`src/rtl/epcb_pkg.sv`:
```
// constants and types shared by the prom command and busy controller
package epcb_pkg;
	// timing: clock rate, serial clock half period, operation time-out
	localparam int CLK_PERIOD_NS = 10;
	localparam int SCK_HALF_NS = 500;
	localparam int SCK_HALF_CYC = (SCK_HALF_NS + CLK_PERIOD_NS - 1) / CLK_PERIOD_NS;
	localparam logic [5:0] SCK_HALF_LAST = 6'(SCK_HALF_CYC - 1);
	localparam int OP_TIMEOUT_US = 30;
	localparam int OP_TIMEOUT_CYC = (OP_TIMEOUT_US * 1000) / CLK_PERIOD_NS;
	localparam logic [11:0] TMO_LAST = 12'(OP_TIMEOUT_CYC - 1);

	// register byte offsets
	localparam logic [7:0] ADDR_CMD = 8'hB0;
	localparam logic [7:0] ADDR_DATA = 8'hB4;
	localparam logic [7:0] ADDR_IRQ_STS = 8'hB8;
	localparam logic [7:0] ADDR_IRQ_MSK = 8'hBC;

	// prom_command field positions
	localparam int CMD_BUSY_BIT = 31;
	localparam int CMD_OP_LSB = 28;
	localparam int CMD_TMO_BIT = 9;
	localparam int CMD_LOADED_BIT = 8;

	// interrupt status bit positions
	localparam int STS_DONE_BIT = 0;
	localparam int STS_TMO_BIT = 1;

	// reset values
	localparam logic CMD_BUSY_RST = 1'b1;
	localparam logic [7:0] DATA_RST = 8'h00;
	localparam logic [1:0] IRQ_MSK_RST = 2'h0;

	// serial frame lengths and station address load
	localparam logic [4:0] HDR_BITS = 5'h0C;
	localparam logic [4:0] HDR_DATA_BITS = 5'h14;
	localparam logic [4:0] IN_BITS = 5'h08;
	localparam logic [2:0] MAC_BYTES_LAST = 3'h5;
	localparam logic [7:0] MAC_BASE_ADDR = 8'h01;

	typedef enum logic [2:0] {
		OP_READ = 3'h0,
		OP_ENABLE = 3'h1,
		OP_DISABLE = 3'h2,
		OP_WRITE = 3'h3,
		OP_WRALL = 3'h4,
		OP_ERASE = 3'h5,
		OP_ERALL = 3'h6,
		OP_RELOAD = 3'h7
	} epcb_op_t;

	typedef enum logic [2:0] {
		ST_IDLE = 3'h0,
		ST_OUT = 3'h1,
		ST_IN = 3'h2,
		ST_WAIT = 3'h3,
		ST_GAP = 3'h4
	} epcb_state_t;
endpackage

```
`src/rtl/epcb_sync.sv`:
```
// two flip-flop synchroniser for one pin level
`timescale 1ns/1ps
module epcb_sync (
	input wire logic mclk, // system clock
	input wire logic rst_n, // async reset, active low
	input wire logic ce, // clock enable
	input wire logic d, // asynchronous level
	output logic q // synchronised level
);
	logic meta_q;

	// first stage feeds only the second stage
	always_ff @(posedge mclk or negedge rst_n) begin
		if (!rst_n) begin
			meta_q <= 1'b0;
			q <= 1'b0;
		end else if (ce) begin
			meta_q <= d;
			q <= meta_q;
		end
	end
endmodule

```
`src/rtl/epcb_top.sv`:
```
// prom command register, busy flag, serial engine and apb slave
// Functional notes
// RL1: command register lives at B0h, 32 bits, controls reads and writes
// RL2: writing one to bit 31 starts selected operation at given address
// RL3: busy stays set through the operation, hardware clears it when done
// RL4: busy clearing after a read means data register holds valid contents
// RL5: software should not change command or data while busy is set
// RL6: write with no prom keeps busy until time-out, then clears it
// RL7: busy reads one immediately after power-up or reset
// RL8: after reset station address is loaded, busy cleared when load ends
// RL9: time-out length is a fixed counter set by a design constant
//
// Local design decision: the APB register port.
`timescale 1ns/1ps
module epcb_top
	import epcb_pkg::*;
(
	input wire logic mclk, // system clock, 100 MHz
	input wire logic rst_n, // async reset, active low
	input wire logic ce, // clock enable, freezes state when low
	input wire logic psel, // apb select
	input wire logic penable, // apb access phase
	input wire logic pwrite, // apb direction, high for write
	input wire logic [7:0] paddr, // apb byte address
	input wire logic [31:0] pwdata, // apb write data
	output logic [31:0] prdata, // apb read data
	output logic pready, // apb ready
	output logic pslverr, // apb error for unmapped address
	output logic irq, // level interrupt, high while unmasked status set
	output logic prom_cs, // prom chip select
	output logic prom_sck, // prom serial clock
	output logic prom_do, // serial data to prom
	input wire logic prom_di, // serial data and ready from prom
	output logic [47:0] mac_addr, // loaded station address
	output logic mac_valid // station address load finished
);
	epcb_state_t state_q;
	epcb_op_t op_q;
	epcb_op_t cmd_op;
	logic busy_q, load_q, loaded_q, tmo_flag_q, ev_done_q, ev_tmo_q;
	logic cs_q, sck_q, do_q, di_s, pready_q, pslverr_q, irq_q, hit;
	logic [2:0] byte_q;
	logic [7:0] addr_q, data_q, in_sr_q;
	logic [5:0] div_q;
	logic [4:0] bit_q;
	logic [19:0] out_sr_q;
	logic [11:0] tmo_q;
	logic [47:0] mac_q;
	logic [31:0] prdata_q, rd_mux;
	logic [1:0] sts_q, msk_q, sts_d, msk_d, sts_clr;
	logic cap, acc, cmd_wr, data_wr, tick;
	logic fin_out, fin_in, fin_rdy, fin_tmo, fin_any;
	logic rst_seen_q;

	// prom data pin comes from outside, so it is synchronised first
	epcb_sync u_di_sync (
		.mclk(mclk),
		.rst_n(rst_n),
		.ce(ce),
		.d(prom_di),
		.q(di_s)
	);

	// ops that wait for the prom ready level afterwards
	function automatic logic waits_ready(input epcb_op_t op);
		waits_ready = (op == OP_WRITE) || (op == OP_WRALL) || (op == OP_ERASE) ||
			(op == OP_ERALL);
	endfunction

	// ops that shift a data byte after the header
	function automatic logic carries_data(input epcb_op_t op);
		carries_data = (op == OP_WRITE) || (op == OP_WRALL);
	endfunction

	// apb phases: one wait cycle so read data can come from a flop
	assign cap = psel && penable && !pready_q;
	assign acc = psel && penable && pready_q;
	// command and data are frozen while busy; writes then are dropped
	assign cmd_wr = acc && pwrite && (paddr == ADDR_CMD) && !busy_q; // RL5
	assign data_wr = acc && pwrite && (paddr == ADDR_DATA) && !busy_q;
	assign cmd_op = epcb_op_t'(pwdata[CMD_OP_LSB +: 3]);

	// read multiplexer and address decode
	always_comb begin
		hit = 1'b1;
		rd_mux = 32'h0000_0000;
		case (paddr)
			ADDR_CMD: begin
				rd_mux[CMD_BUSY_BIT] = busy_q; // RL1
				rd_mux[CMD_OP_LSB +: 3] = op_q;
				rd_mux[CMD_TMO_BIT] = tmo_flag_q;
				rd_mux[CMD_LOADED_BIT] = loaded_q;
				rd_mux[7:0] = addr_q;
			end
			ADDR_DATA: rd_mux[7:0] = data_q;
			ADDR_IRQ_STS: rd_mux[1:0] = sts_q;
			ADDR_IRQ_MSK: rd_mux[1:0] = msk_q;
			default: hit = 1'b0;
		endcase
	end

	// apb answer registers
	always_ff @(posedge mclk or negedge rst_n) begin
		if (!rst_n) begin
			pready_q <= 1'b0;
			prdata_q <= 32'h0000_0000;
			pslverr_q <= 1'b0;
		end else if (ce) begin
			pready_q <= cap;
			if (cap) begin
				prdata_q <= pwrite ? 32'h0000_0000 : rd_mux;
				pslverr_q <= !hit;
			end
		end
	end

	// serial clock divider ticks every half period
	assign tick = (div_q == SCK_HALF_LAST);

	// completion terms of the engine
	assign fin_out = (state_q == ST_OUT) && tick && sck_q && (bit_q == 5'h01) &&
		!load_q && (op_q != OP_READ) && !waits_ready(op_q);
	assign fin_in = (state_q == ST_IN) && tick && sck_q && (bit_q == 5'h01);
	assign fin_rdy = (state_q == ST_WAIT) && di_s;
	assign fin_tmo = (state_q == ST_WAIT) && !di_s && (tmo_q == TMO_LAST); // RL9
	assign fin_any = fin_out || fin_in || fin_rdy || fin_tmo;

	// command engine: busy flag, serial shifting, address load
	always_ff @(posedge mclk or negedge rst_n) begin
		if (!rst_n) begin
			state_q <= ST_GAP; // RL8
			busy_q <= CMD_BUSY_RST; // RL7
			load_q <= 1'b1;
			loaded_q <= 1'b0;
			byte_q <= 3'h0;
			op_q <= OP_READ;
			addr_q <= 8'h00;
			data_q <= DATA_RST;
			tmo_flag_q <= 1'b0;
			cs_q <= 1'b0;
			sck_q <= 1'b0;
			do_q <= 1'b0;
			div_q <= 6'h00;
			bit_q <= 5'h00;
			out_sr_q <= 20'h00000;
			in_sr_q <= 8'h00;
			tmo_q <= 12'h000;
			ev_done_q <= 1'b0;
			ev_tmo_q <= 1'b0;
			mac_q <= 48'h0000_0000_0000;
		end else if (ce) begin
			ev_done_q <= 1'b0;
			ev_tmo_q <= 1'b0;
			if (tick || state_q == ST_IDLE || state_q == ST_WAIT) begin
				div_q <= 6'h00;
			end else begin
				div_q <= div_q + 6'h01;
			end
			if (data_wr) begin
				data_q <= pwdata[7:0];
			end
			case (state_q)
				ST_IDLE: begin
					if (cmd_wr) begin // RL1
						op_q <= cmd_op;
						addr_q <= pwdata[7:0];
						if (pwdata[CMD_BUSY_BIT]) begin // RL2
							busy_q <= 1'b1; // RL3
							tmo_flag_q <= 1'b0;
							if (cmd_op == OP_RELOAD) begin
								load_q <= 1'b1;
								loaded_q <= 1'b0;
								byte_q <= 3'h0;
								state_q <= ST_GAP;
							end else begin
								cs_q <= 1'b1;
								out_sr_q <= {1'b1, cmd_op, pwdata[7:0], data_q};
								do_q <= 1'b1;
								bit_q <= carries_data(cmd_op) ? HDR_DATA_BITS : HDR_BITS;
								state_q <= ST_OUT;
							end
						end
					end
				end
				ST_GAP: begin
					// a half period with select low between address bytes
					if (tick) begin
						cs_q <= 1'b1;
						out_sr_q <= {1'b1, OP_READ, MAC_BASE_ADDR + {5'h00, byte_q}, 8'h00};
						do_q <= 1'b1;
						bit_q <= HDR_BITS;
						state_q <= ST_OUT;
					end
				end
				ST_OUT: begin
					if (tick) begin
						sck_q <= !sck_q;
						// data changes on the falling edge, prom samples on rising
						if (sck_q) begin
							if (bit_q == 5'h01) begin
								do_q <= 1'b0;
								if (load_q || op_q == OP_READ) begin
									bit_q <= IN_BITS;
									state_q <= ST_IN;
								end else if (waits_ready(op_q)) begin
									tmo_q <= 12'h000;
									state_q <= ST_WAIT;
								end
							end else begin
								out_sr_q <= {out_sr_q[18:0], 1'b0};
								do_q <= out_sr_q[18];
								bit_q <= bit_q - 5'h01;
							end
						end
					end
				end
				ST_IN: begin
					if (tick) begin
						sck_q <= !sck_q;
						if (!sck_q) begin
							in_sr_q <= {in_sr_q[6:0], di_s};
						end else begin
							bit_q <= bit_q - 5'h01;
						end
					end
				end
				ST_WAIT: begin
					// absent prom never shows ready, so the counter ends it
					tmo_q <= tmo_q + 12'h001; // RL6
				end
				default: begin
					state_q <= ST_IDLE;
				end
			endcase
			// completion overrides the per-state updates above
			if (fin_any) begin
				cs_q <= 1'b0;
				sck_q <= 1'b0;
				do_q <= 1'b0;
				if (fin_in && load_q) begin
					mac_q[{byte_q, 3'h0} +: 8] <= in_sr_q;
					if (byte_q == MAC_BYTES_LAST) begin
						load_q <= 1'b0;
						loaded_q <= 1'b1;
						busy_q <= 1'b0; // RL8
						ev_done_q <= 1'b1;
						state_q <= ST_IDLE;
					end else begin
						byte_q <= byte_q + 3'h1;
						state_q <= ST_GAP;
					end
				end else begin
					if (fin_in) begin
						data_q <= in_sr_q; // RL4
					end
					busy_q <= 1'b0; // RL3
					ev_done_q <= !fin_tmo;
					ev_tmo_q <= fin_tmo; // RL6
					tmo_flag_q <= fin_tmo;
					state_q <= ST_IDLE;
				end
			end
		end
	end

	// status clear only drops bits the read actually returned
	always_comb begin
		sts_clr = 2'h0;
		if (acc && !pwrite && paddr == ADDR_IRQ_STS) begin
			sts_clr = prdata_q[1:0];
		end
		sts_d = (sts_q & ~sts_clr) | {ev_tmo_q, ev_done_q};
		msk_d = (acc && pwrite && paddr == ADDR_IRQ_MSK) ? pwdata[1:0] : msk_q;
	end

	// sticky status, mask and interrupt line; set beats clear
	always_ff @(posedge mclk or negedge rst_n) begin
		if (!rst_n) begin
			sts_q <= 2'h0;
			msk_q <= IRQ_MSK_RST;
			irq_q <= 1'b0;
		end else if (ce) begin
			sts_q <= sts_d;
			msk_q <= msk_d;
			irq_q <= |(sts_d & msk_d);
		end
	end

	// helper: marks the first edge after reset release
	always_ff @(posedge mclk or negedge rst_n) begin
		if (!rst_n) begin
			rst_seen_q <= 1'b0;
		end else if (ce) begin
			rst_seen_q <= 1'b1;
		end
	end

	assign prdata = prdata_q;
	assign pready = pready_q;
	assign pslverr = pslverr_q;
	assign irq = irq_q;
	assign prom_cs = cs_q;
	assign prom_sck = sck_q;
	assign prom_do = do_q;
	assign mac_addr = mac_q;
	assign mac_valid = loaded_q;
endmodule

```
`config.mk`:
```
export PLATFORM = sky130hd
export DESIGN_NAME = epcb_top
export DESIGN_NICKNAME = d
export VERILOG_FILES = /design/src/rtl/epcb_pkg.sv /design/src/rtl/epcb_sync.sv /design/src/rtl/epcb_top.sv
export SDC_FILE = /design/constraint.sdc
export NUM_CORES = 1
export LEC_CHECK = 0
export BUFFER_PORTS_ARGS = -buffer_cell sky130_fd_sc_hd__buf_4
export CAP_MARGIN = 20
export CORE_ASPECT_RATIO = 2
export CORE_UTILIZATION = 50
export CTS_CLUSTER_DIAMETER = 80
export DETAILED_ROUTE_END_ITERATION = 10
export HOLD_SLACK_MARGIN = 0.12
export PLACE_DENSITY = 0.72
export SLEW_MARGIN = 20
export SYNTH_ARGS = -nofsm -noshare
export SYNTH_HDL_FRONTEND = slang
export SYNTH_SLANG_ARGS = --single-unit
```
`constraint.sdc`:
```
create_clock -name mclk -period 2.7 [get_ports mclk]
set_input_delay 0.135 -clock mclk [delete_from_list [all_inputs] [get_ports mclk]]
set_output_delay 0.135 -clock mclk [all_outputs]
set_load 0.02 [all_outputs]
```
# --- Yosys cells after proc, flatten, opt, wreduce, memory -nomap -nowiden ---
# Index checks and enable logic that the tools add are counted.
totals:
  reg_bits: 173
  inputBits: 47
  wordCells: 254
op_classes:
  add_sub_neg: 6
  n_eq_ne: 41
  shifts: 2
  mux: 104
  n_bitwise: 5
  n_reduce_logical: 68
op_table:
  columns: ["cell", "n"]
  rows:
  - ["$mux W19", 7]
  - ["$mux W12", 5]
  - ["$mux W3", 19]
  - ["$pmux W19 S3", 1]
  - ["$mux W5", 11]
  - ["$bwmux W48", 1]
  - ["$shift A8 B8 Y48 const A", 1]
  - ["$shiftx A8 B8 Y48", 1]
  - ["$mux W1", 43]
  - ["$eq A8 B8 Y1 const B", 4]
  - ["$mux W32", 1]
  - ["$mux W8", 4]
  - ["$logic_and A1 B1 Y1", 24]
  - ["$pmux W12 S2", 1]
  - ["$eq A3 B3 Y1 const B", 7]
  - ["$ne A2 B2 Y1 const B", 10]
  - ["$pmux W5 S4", 1]
  - ["$ne A3 B3 Y1 const B", 6]
  - ["$reduce_and A9 Y1", 2]
  - ["$add A12 B1 Y12 const B", 1]
  - ["$eq A12 B12 Y1 const B", 1]
  - ["$eq A3 B2 Y1 const B", 4]
  - ["$pmux W3 S4", 1]
  - ["$pmux W6 S2", 1]
  - ["other kinds (36)", 69]

# --- Logic depth before layout (Yosys ltp) ---
# Gate-level depths: netlist of the first run.
depth:
  word_depth: 12
  depth_mapped: 10
  mapped_depth_nobuf: 9

# --- Modules after synthesis ---
# Synthesis of the first run repeated with hierarchy kept, for this count alone.
hier_totals:
  cells_unflattened: 781
  hier_area_um2: 7607.3
modules_own_cells:
  columns: ["mod", "instances", "cells_each", "area_per_inst_um2"]
  rows:
  - ["epcb_top", 1, 777, 7534.7]
  - ["epcb_sync", 1, 4, 72.6]

# --- Worst setup path after synthesis of the first run ---
# No wires, ideal clock.
synth_path:
  path_type: "register -> register"
  startpoint: "reg bit_q[1]"
  endpoint: "reg tmo_q[9]"
  arrival_ns: 2.506
  required_time_ns: 2.622
  path_slack_ns: 0.117
  stages_incl_launch_ff: 10
  path_buffers: 1
  period_less_slack_ns: 2.583
  cell_sequence: "dfrtp_1 -> inv_1 -> ha_1 -> or4b_4 -> buf_4 -> or4_4 -> o21ai_4 -> nand3_4 -> or3_1 -> a21oi_1"
synth_between:
  elab_chain_cells: 3
synth_rtl:
  columns: ["item", "line_no", "text"]
  rows:
  - ["start, declared", "epcb_top.sv:45", "logic [4:0] bit_q;"]
  - ["start signal, assigned", "epcb_top.sv:179", "bit_q <= carries_data(cmd_op) ? HDR_DATA_BITS : HDR_BITS;"]
  - ["start signal, assigned", "epcb_top.sv:212", "bit_q <= bit_q - 5'h01;"]
  - ["start signal, assigned", "epcb_top.sv:223", "bit_q <= bit_q - 5'h01;"]
  - ["$eq A5 B1 Y1", "epcb_top.sv:200", "if (bit_q == 5'h01) begin"]
  - ["$ne A2 B1 Y1 (no line)", null, null]
  - ["$reduce_and A7 Y1 (no line)", null, null]
  - ["end signal, assigned", "epcb_top.sv:229", "tmo_q <= tmo_q + 12'h001;"]
  - ["end, declared", "epcb_top.sv:47", "logic [11:0] tmo_q;"]
# No other way between the ends.
# A chain may end at the register's enable or synchronous reset.

# --- Worst setup path in the final report of the first run ---
layout_path:
  startpoint: "reg bit_q[1]"
  endpoint: "reg mac_q[35], in the netlist mac_addr[35]"
layout_between:
  elab_chain_cells: 9
  elab_cells_between_ends: 11
  cone_classes: "1 x eq/ne; 10 x reduce/logical"
layout_rtl:
  columns: ["item", "line_no", "text"]
  rows:
  - ["$eq A5 B1 Y1 (*)", "epcb_top.sv:121, epcb_top.sv:123", null]
  - ["$logic_and A1 B1 Y1 (2 in series)", "epcb_top.sv:121", "assign fin_out = (state_q == ST_OUT) && tick && sck_q && (bit_q == 5'h01) &&"]
  - ["$logic_and A1 B1 Y1 (2 in series)", "epcb_top.sv:122", "!load_q && (op_q != OP_READ) && !waits_ready(op_q);"]
  - ["$logic_or A1 B1 Y1 (3 in series)", "epcb_top.sv:126", "assign fin_any = fin_out || fin_in || fin_rdy || fin_tmo;"]
  - ["$reduce_and A3 Y1 (no line) (*)", null, null]
  - ["end signal, assigned by index", "epcb_top.sv:241", "mac_q[{byte_q, 3'h0} +: 8] <= in_sr_q;"]
  - ["end, declared", "epcb_top.sv:48", "logic [47:0] mac_q;"]
# Mark *: on every way between the ends. The rest lies on a longest branch, timed or not.

==> flow_summary.ini, run 1 <==
[place]
gp_congestion = 0.9429
place_ws_ns = 0.07207
portBuffers = 95
place_hpwl_um = 14700
place_area_mm2 = 0.008650

[critical_path]
end_kind = flip-flop
r2r_end = mac_addr[35]
slowest_stage = or4b_4
worstPathCellList = inv_2, ha_1, or4b_4, or4_4, nor4_4, buf_4, nand3b_2, mux2_2
critPathMaxFanout = 5
rrSetupSlack_ns = 0.08
slowest_delay_ns = 0.50
path_class = flip-flop to flip-flop
arrival_ns = 2.94
r2r_start = bit_q[1]
required_ns = 3.02
rr_worst_depth = 8
start_kind = flip-flop

[clock_network]
cts_sinks = 155
cts_root_buffer = clkbuf_16
clockBufferDepth = 2
cts_tree = yes
clkTransAtPathRegs_ns = 0.07
numCtsBuffers = 17
clk_latency_ns = 0.43
h-tree-depth = 4

[drt]
drtIter0Drc = 439
routed_wl_um = 19940
wl_per_cell_um = 17.74
via_per_inst = 5.678
drc = 0
ant_nets = 0
first_pass_iters = 5
num_vias = 6382

[power_and_ir_drop]
internal_power_mw = 4.228
pwr-share-seq_pct = 42.9
irDropWorstVdd_v = 0.0005239
netSwitchingFraction_pct = 31.06
clockPowerShare_pct = 37.2
power.switching_mw = 1.905
powerDensity_mw_per_mm2 = 651.4
leakagePower_nw = 4.424
pwr-share-comb_pct = 19.8
total_power_mw = 6.133

[timing]
maxSlewHeadroom_pct = 55.50
finalHoldViolCount = 0
skew_ns = 0.01180
layout_setup_ws_ns = 0.08252
finalCritPeriodShare_pct = 96.94
drv_slew = 0
finalSetupViolations = 0
fmax_ghz = 0.3820
layout_min_cycle_time_ns = 2.617
rsz0062_at_grt = yes
worst_pin_slew_ns = 0.6631

[synthesis]
avgSynthCellArea_um2 = 9.726
yosysSeqAreaShare_pct = 50.92
yosys.cell_count.top_type = nand2_1
ys_warn_count = 0
synth_flop_cell = dfrtp_1
ys_top_cells_by_area = dfrtp_1 50%, nand2_1 7.6%, mux2_2 6.1%
synth_area_mm2 = 0.007625
synthArstFlopShare_pct = 100.0
yosys.area.top_type = dfrtp_1
synth_common_cells = 155 x nand2_1, 152 x dfrtp_1, 85 x o21ai_0
synth_edf_count = 0
synthesis.instances = 784
synth_seq_cells = 155
yosys.cell_types.count = 67
synth_top_cell_area_share_pct = 49.89

[finish]
layout-drive-gt1-share_pct = 24.76
multiInputGateArea_mm2 = 0.003486
design_area_mm2 = 0.009415
area_growth_pct = 23.48
diodes = 0
nets = 974
seqCellArea_mm2 = 0.003882
nFillCells = 1252

[flow_run]
max-cap-violations = 0

[run_status]
status = complete, no violations

[floorplan]
core_mm2 = 0.01490
pin_count = 134
fp.dieW_um = 89.32
die_h_um = 176.6
rows = 63
dieArea_mm2 = 0.01578
start_util_pct = 51.18

[min_path]
hp-class = input pin to asynchronous set/reset pin

[grt]
antenna_found_initial = 0
grt_pass1_wl_um = 31700
grt_use_total_pct = 27.01
grt_max_degree = 57
grt_pass1_vias = 6328
globalRouteOverflowTotal = 0
==> stage by stage <==
stage               cells  utilization, %  TNS, ns  hold slack, ns
finish               1124           63.20        0          0.1961
global route         1124           63.20  -0.1098          0.2489
CTS                  1120           62.85        0          0.2019
detailed placement   1073           58.06        0         0.09664
global placement     1073           58.06        0         0.09370
floorplan             801               -        0         -0.1606
==> sequential cells by signal, summed over array words and instances (netlist names), 2 cells and up <==
register,flops
msk_q,2
addr_q,8
out_sr_q,19
sts_q,2
mac_addr,48
op_q,3
prdata,14
byte_q,3
bit_q,5
div_q,6
tmo_q,12
data_q,8
state_q,3
in_sr_q,8
==> cells in the final DEF, fill, tap and decap left out, drive strengths merged, types with 7 or more instances in the layout <==
cell type	count
a21oi	19
a22oi	29
and3	9
buf	133
clkbuf	20
clkinv	7
conb	18
dfrtp	152
dlygate4sd3	15
ha	11
inv	24
mux2	41
nand2	155
nand2b	8
nand3	22
nand4	10
nor2	38
nor3	12
nor3b	7
nor4	7
o21ai	88
o22ai	7
xor2	10
==> final cells by class <==
type                       instances  area share (%)
clock buffer                      20           4.850
clock inverter                    12           1.130
inverter                          20          0.7973
multi-input combinational        574           37.02
sequential                       155           41.24
tap                              195           2.591
timing repair buffer             148           12.37
==> power by group through the flow <==
stage                     clock [mW]  sequential, mW  combinational [mW]
after floorplan                    0            2.65               0.817
after global placement             0            2.67                1.17
after detailed placement           0            2.68                1.18
after CTS                       2.33            2.63                1.20
after global routing            2.41            2.65                1.37
final                           2.28            2.63                1.22
==> how the worst max path moves through the flow <==
| stage | from | end | slack [ns] | depth (start not counted) |
|---|---|---|---|---|
| 3_5_place_dp | bit_q[1] | mac_addr[39] | 0.07 | 7 |
| 3_3_place_gp | bit_q[1] | mac_addr[34] | 0.15 | 7 |
| 6_report | bit_q[1] | mac_addr[35] | 0.08 | 8 |
| 4_1_cts | bit_q[1] | mac_addr[33] | 0.06 | 7 |
| 2_1_floorplan | bit_q[1] | tmo_q[9] | 0.12 | 9 |
| 5_1_grt | bit_q[1] | ev_done_q | -0.08 | 10 |
==> routing by layer <==
layer	wire length, µm	share of wire (%)	global-route usage [%]	vias up
met4	1144	5.7	17.86	0
met2	10910	55	47.61	206
met5	0	0	0	-
met3	715	3.6	4.524	85
li1	-	-	-	3007
met1	7168	36	28.57	3084
==> logic make-up after synthesis <==
kind of cell | share of synthesized area [%]
other | 0.04918
buffers and inverters | 4.594
DFF | 50.92
muxes | 6.908
xor gates and xnor gates | 1.493
and+or+nand+nor | 19.66
AOI/OAI and AO/OA | 14.57
adders and majority gates | 1.805
==> critical path: cells and delay by family, from the launching register on <==
kind          cells  cell delay (ns)
mux               1             0.32
simple gates      4             1.40
buf+inv           2             0.26
flops             1             0.39
fa+ha+maj         1             0.12
==> repair_timing <==
item | in CTS | in global routing
setup endpoints to repair | 0 | 17
endpoints found under the hold margin | 191 | 0
buffers inserted | 0 | 3
hold buffers | 15 | 0
gates resized for setup | 0 | 5
Power figures use the tool's default switching activity.
==> run 2, diff against run 1 <==
PLACE_DENSITY = 0.7   (was 0.72)
SYNTH_HIERARCHICAL = 1   (was unset)
clock period = 2.6 ns   (was 2.7 ns; I/O delays follow)
==> flow_summary.ini, run 2 <==
[power_and_ir_drop]
irDropWorstVdd_v = 0.0006602
powerDensity_mw_per_mm2 = 575.1
leakagePower_nw = 4.468

[finish]
area_growth_pct = 24.93
layout-drive-gt1-share_pct = 25.35
largest_reg_flops = 48
nets = 974
mostFrequentLayoutCell = dfrtp_1
mostFrequentLayoutCells = 152 x dfrtp_1, 134 x buf_4, 118 x nand2_1, 71 x o21ai_0, 53 x nor2_1
design_area_mm2 = 0.009504
diodes = 0

[timing]
worst_pin_slew_ns = 0.7534
layout_setup_ws_ns = 0.07929
maxSlewHeadroom_pct = 49.64
layout_min_cycle_time_ns = 2.521
skew_ns = 0.008131
finalCritPeriodShare_pct = 96.95
finalHoldViolCount = 0
fmax_ghz = 0.3967
finalSetupViolations = 0
drv_slew = 0

[floorplan]
dieArea_mm2 = 0.01574
start_util_pct = 51.33
die_h_um = 176.4
fp.dieW_um = 89.22
rows = 63
pin_count = 134
core_mm2 = 0.01482

[place]
gp_congestion = 0.9438
place_area_mm2 = 0.008686
portBuffers = 95
place_hpwl_um = 15090
place_ws_ns = -0.07881

[min_path]
hp-class = input pin to flip-flop

[synthesis]
synthesis.instances = 781
synthArstFlopShare_pct = 100.0
ys_top_cells_by_area = dfrtp_1 50%, nand2_1 6.0%, mux2_2 5.8%
yosys.area.top_type = dfrtp_1
yosys.cell_types.count = 66
yosys.cell_count.top_type = dfrtp_1
yosysSeqAreaShare_pct = 51.04
ys_warn_count = 6
synth_edf_count = 0
synth_flop_cell = dfrtp_1
avgSynthCellArea_um2 = 9.740
synth_seq_cells = 155
synth_common_cells = 152 x dfrtp_1, 122 x nand2_1, 72 x o21ai_0
synth_top_cell_area_share_pct = 50.00
synth_area_mm2 = 0.007607

[critical_path]
critPathTopFamily = simple AND/OR/NAND/NOR gates
path_class = flip-flop to flip-flop
worstPathCellList = inv_2, ha_4, or4b_4, or4_4, o21ai_4, nand4_1, xor2_1, nor2_1
path_buf_inv = 1
required_ns = 2.88
end_kind = flip-flop
arrival_ns = 2.80
start_kind = flip-flop
slowest_stage = or4_4
critPathMaxFanout = 7
slowest_delay_ns = 0.55

[flow_run]
max-cap-violations = 0

[drt]
ant_nets = 0
first_pass_iters = 7
routed_wl_um = 20600
drtIter0Drc = 426
via_per_inst = 5.743
drc = 0
num_vias = 6444
wl_per_cell_um = 18.36

[grt]
grt_use_total_pct = 27.60
globalRouteOverflowTotal = 0
grt_max_degree = 58
antenna_found_initial = 0
grt_pass1_wl_um = 32800
grt_pass1_vias = 6487

[clock_network]
cts_sinks = 155
cts_root_buffer = clkbuf_16
clockBufferDepth = 2
numCtsBuffers = 17
clkTransAtPathRegs_ns = 0.06
h-tree-depth = 4
cts_tree = yes
clk_latency_ns = 0.42

[run_status]
status = complete, no violations
## run 2: worst paths after layout
check	startpoint	end	slack (ns)	cells after the start
max	bit_q[1]	tmo_q[9]	0.08	8
min reg2reg	mac_addr[43]	mac_addr[43]	0.49	2
min	paddr[7]	pslverr	0.13	4
max reg2reg	bit_q[1]	tmo_q[9]	0.08	8
min in group asynchronous	rst_n	prom_sck	0.25	2
max in group asynchronous	rst_n	busy_q	1.58	3
## run 2: worst min-delay path: cells and delay by family
| family | cells | cell delay (ns) |
|---|---|---|
| buffers and inverters | 1 | 0.08 |
| AOI/OAI and AO/OA | 1 | 0.09 |
| and+or+nand+nor | 2 | 0.20 |
## run 2: stage by stage
| step | power, mW | utilization [%] | TNS, ns | cells | hold WS (ns) |
|---|---|---|---|---|---|
| floorplan | 2.895 | - | 0 | 798 | -0.1656 |
| CTS | 5.492 | 63.45 | -0.6263 | 1117 | 0.1278 |
| detailed placement | 3.076 | 58.61 | -0.5044 | 1072 | 0.1233 |
| finish | 5.466 | 64.13 | 0 | 1122 | 0.1322 |
| global placement | 3.052 | 58.61 | 0 | 1072 | 0.1183 |
| global route | 5.670 | 64.13 | -0.05261 | 1122 | 0.1647 |
## run 2: cells by family after synthesis
kind of cell / share of synthesized area [%]
multiplexers: 6.760
buffers and inverters: 5.115
other: 0.04929
XOR/XNOR: 1.267
flip-flops: 51.04
AO/OA/AOI/OAI: 15.95
AND/OR/NAND/NOR: 18.01
adder cells (fa/ha/maj): 1.809
## run 2: cell type report
cell class / instances / area (µm²)
tap: 195 / 244.0
sequential: 155 / 3882
fill: 1279 / 5315
clock buffer: 18 / 439.2
inverter: 28 / 105.1
timing repair buffer: 154 / 1247
multi-input combinational: 560 / 3461
clock inverter: 12 / 125.1
## run 2: power by group
part / internal [mW] / leakage [nW] / switching [mW] / total (mW)
Combinational: 0.190 / 2.12 / 0.263 / 0.453
Clock: 1.42 / 0.274 / 0.980 / 2.40
Sequential: 2.51 / 2.07 / 0.0962 / 2.61
Total: 4.13 / 4.47 / 1.34 / 5.47
## run 2: repair_timing
item	4_1_cts	5_1_grt
hold buffers	15	0
buffers inserted	0	5
pin swaps	1	5
hold endpoints to repair	81	0
setup endpoints to repair	24	61
gates resized for setup	2	11
## run 2: per-layer routing
metal,vias to the layer above,part of all wire (%),track usage (%)
met1,3174,37,30.77
met3,45,3.6,3.927
met2,213,56,50.25
met5,-,0,0
met4,0,3.6,12.43
li1,3012,-,-
==> run 3, diff against run 2 <==
clock period = 3.1 ns   (was 2.6 ns; I/O delays follow)
==> flow_summary.ini, run 3 (synthesized netlist as in run 2, its figures left out) <==
[run_status]
status = complete, no violations

[clock_network]
cts_sinks = 155
h-tree-depth = 4
cts_root_buffer = clkbuf_16
clockBufferDepth = 2
cts_tree = yes
clkTransAtPathRegs_ns = 0.06
clk_latency_ns = 0.43
cts_resized = 0
numCtsBuffers = 17

[finish]
largest_reg_flops = 48
mostFrequentLayoutCells = 152 x dfrtp_1, 122 x nand2_1, 114 x buf_4, 72 x o21ai_0, 53 x nor2_1
diodes = 0
design_area_mm2 = 0.009290
area_growth_pct = 22.12
nets = 951
mostFrequentLayoutCell = dfrtp_1
layout-drive-gt1-share_pct = 22.76

[critical_path]
start_kind = flip-flop
end_kind = flip-flop
required_ns = 3.41
slowest_stage = dfstp_2
critPathTopFamily = compound AO/OA/AOI/OAI gates
critPathMaxFanout = 19
arrival_ns = 3.04
rrSetupSlack_ns = 0.37
path_buf_inv = 1
slowest_delay_ns = 0.75
worstPathCellList = clkinv_1, nand2_1, nand3_1, a221oi_2, o21ai_0, a22o_1
path_class = flip-flop to flip-flop

[floorplan]
rows = 63
core_mm2 = 0.01482
pin_count = 134
start_util_pct = 51.33
fp.dieW_um = 89.22
die_h_um = 176.4
dieArea_mm2 = 0.01574

[place]
place_hpwl_um = 14610
place_area_mm2 = 0.008526
portBuffers = 95
gp_congestion = 0.9139

[power_and_ir_drop]
leakagePower_nw = 4.333
irDropWorstVdd_v = 0.0004208
powerDensity_mw_per_mm2 = 508.6

[grt]
globalRouteOverflowTotal = 0
grt_max_degree = 84
grt_pass1_wl_um = 32180
grt_use_total_pct = 27.18
antenna_found_initial = 0
grt_pass1_vias = 6310

[timing]
layout_min_cycle_time_ns = 2.728
worst_pin_slew_ns = 0.8005
drv_slew = 0
fmax_ghz = 0.3665
finalHoldViolCount = 0
skew_ns = 0.01279
finalSetupViolations = 0
maxSlewHeadroom_pct = 46.64
finalCritPeriodShare_pct = 88.01
setup_tns_ns = 0
rsz0062_at_grt = no

[drt]
drtIter0Drc = 496
ant_nets = 0
first_pass_iters = 9
drc = 0
via_per_inst = 5.787
routed_wl_um = 20470
wl_per_cell_um = 18.61
num_vias = 6366

[min_path]
hp-class = input pin to flip-flop

[flow_run]
max-cap-violations = 0
## run 3: cell types whose count changed in the layout (fill, tap and decap cells not counted), moves of 2 or more
cell	previous run	this run
buf_4	134	114
clkinv_2	5	1
nand2_1	118	122
buf_12	4	1
inv_6	1	4
nand2_2	4	1
inv_8	0	2
## run 3: path summary, 6_finish.rpt
check / startpoint / end / depth (start not counted)
max in group asynchronous: rst_n / state_q[2] / 3
worst max-delay path: state_q[2] / bit_q[4] / 6
worst min register to register: mac_addr[22] / mac_addr[22] / 2
worst max register to register: state_q[2] / bit_q[4] / 6
worst min-delay path: pwdata[31] / mac_valid / 4
min in group asynchronous: rst_n / div_q[2] / 2
## run 3: per-stage QoR
stage          hold WS, ns  std cells  power [mW]  utilization [%]  worst slack [ns]
6_report            0.1420       1100       4.725            62.69            0.3718
5_1_grt             0.1761       1100       4.876            62.69            0.1227
4_1_cts             0.1269       1100       4.767            62.66            0.4269
3_5_place_dp        0.2722       1054       2.569            57.53            0.4434
3_3_place_gp        0.2546       1054       2.546            57.53            0.5472
2_1_floorplan      -0.1406        798       2.428                -            0.7663
## run 3: area by class of cell
cell class                 count  area (µm²)
sequential                   155        3882
clock buffer                  17       425.4
inverter                      28       105.1
tap                          195       244.0
clock inverter                14       185.2
multi-input combinational    560        3411
timing repair buffer         131        1037
fill                        1289        5529
## run 3: power by group
group          internal [mW]  total, mW  switching (mW)  leakage, nW
Combinational          0.145      0.364           0.219         1.97
Clock                   1.28       2.17           0.885        0.295
Sequential              2.11       2.19          0.0850         2.07
Total                   3.54       4.72            1.19         4.33
## run 3: tightest hold or removal path, cell delays in order
cell     delay, ns
buf_4         0.13
nand2_1       0.10
o21ai_0       0.08
nand2_1       0.06
## run 3: per-layer routing
layer	GRT usage [%]	routed length (µm)
met1	29.86	7459
met2	48.41	11350
met3	4.909	777
met4	13.96	883
met5	0	0
## run 3: repair_timing
item | 4_1_cts | 5_1_grt
hold endpoints to repair | 114 | 0
hold buffers | 15 | 0
buffers inserted | 0 | 0
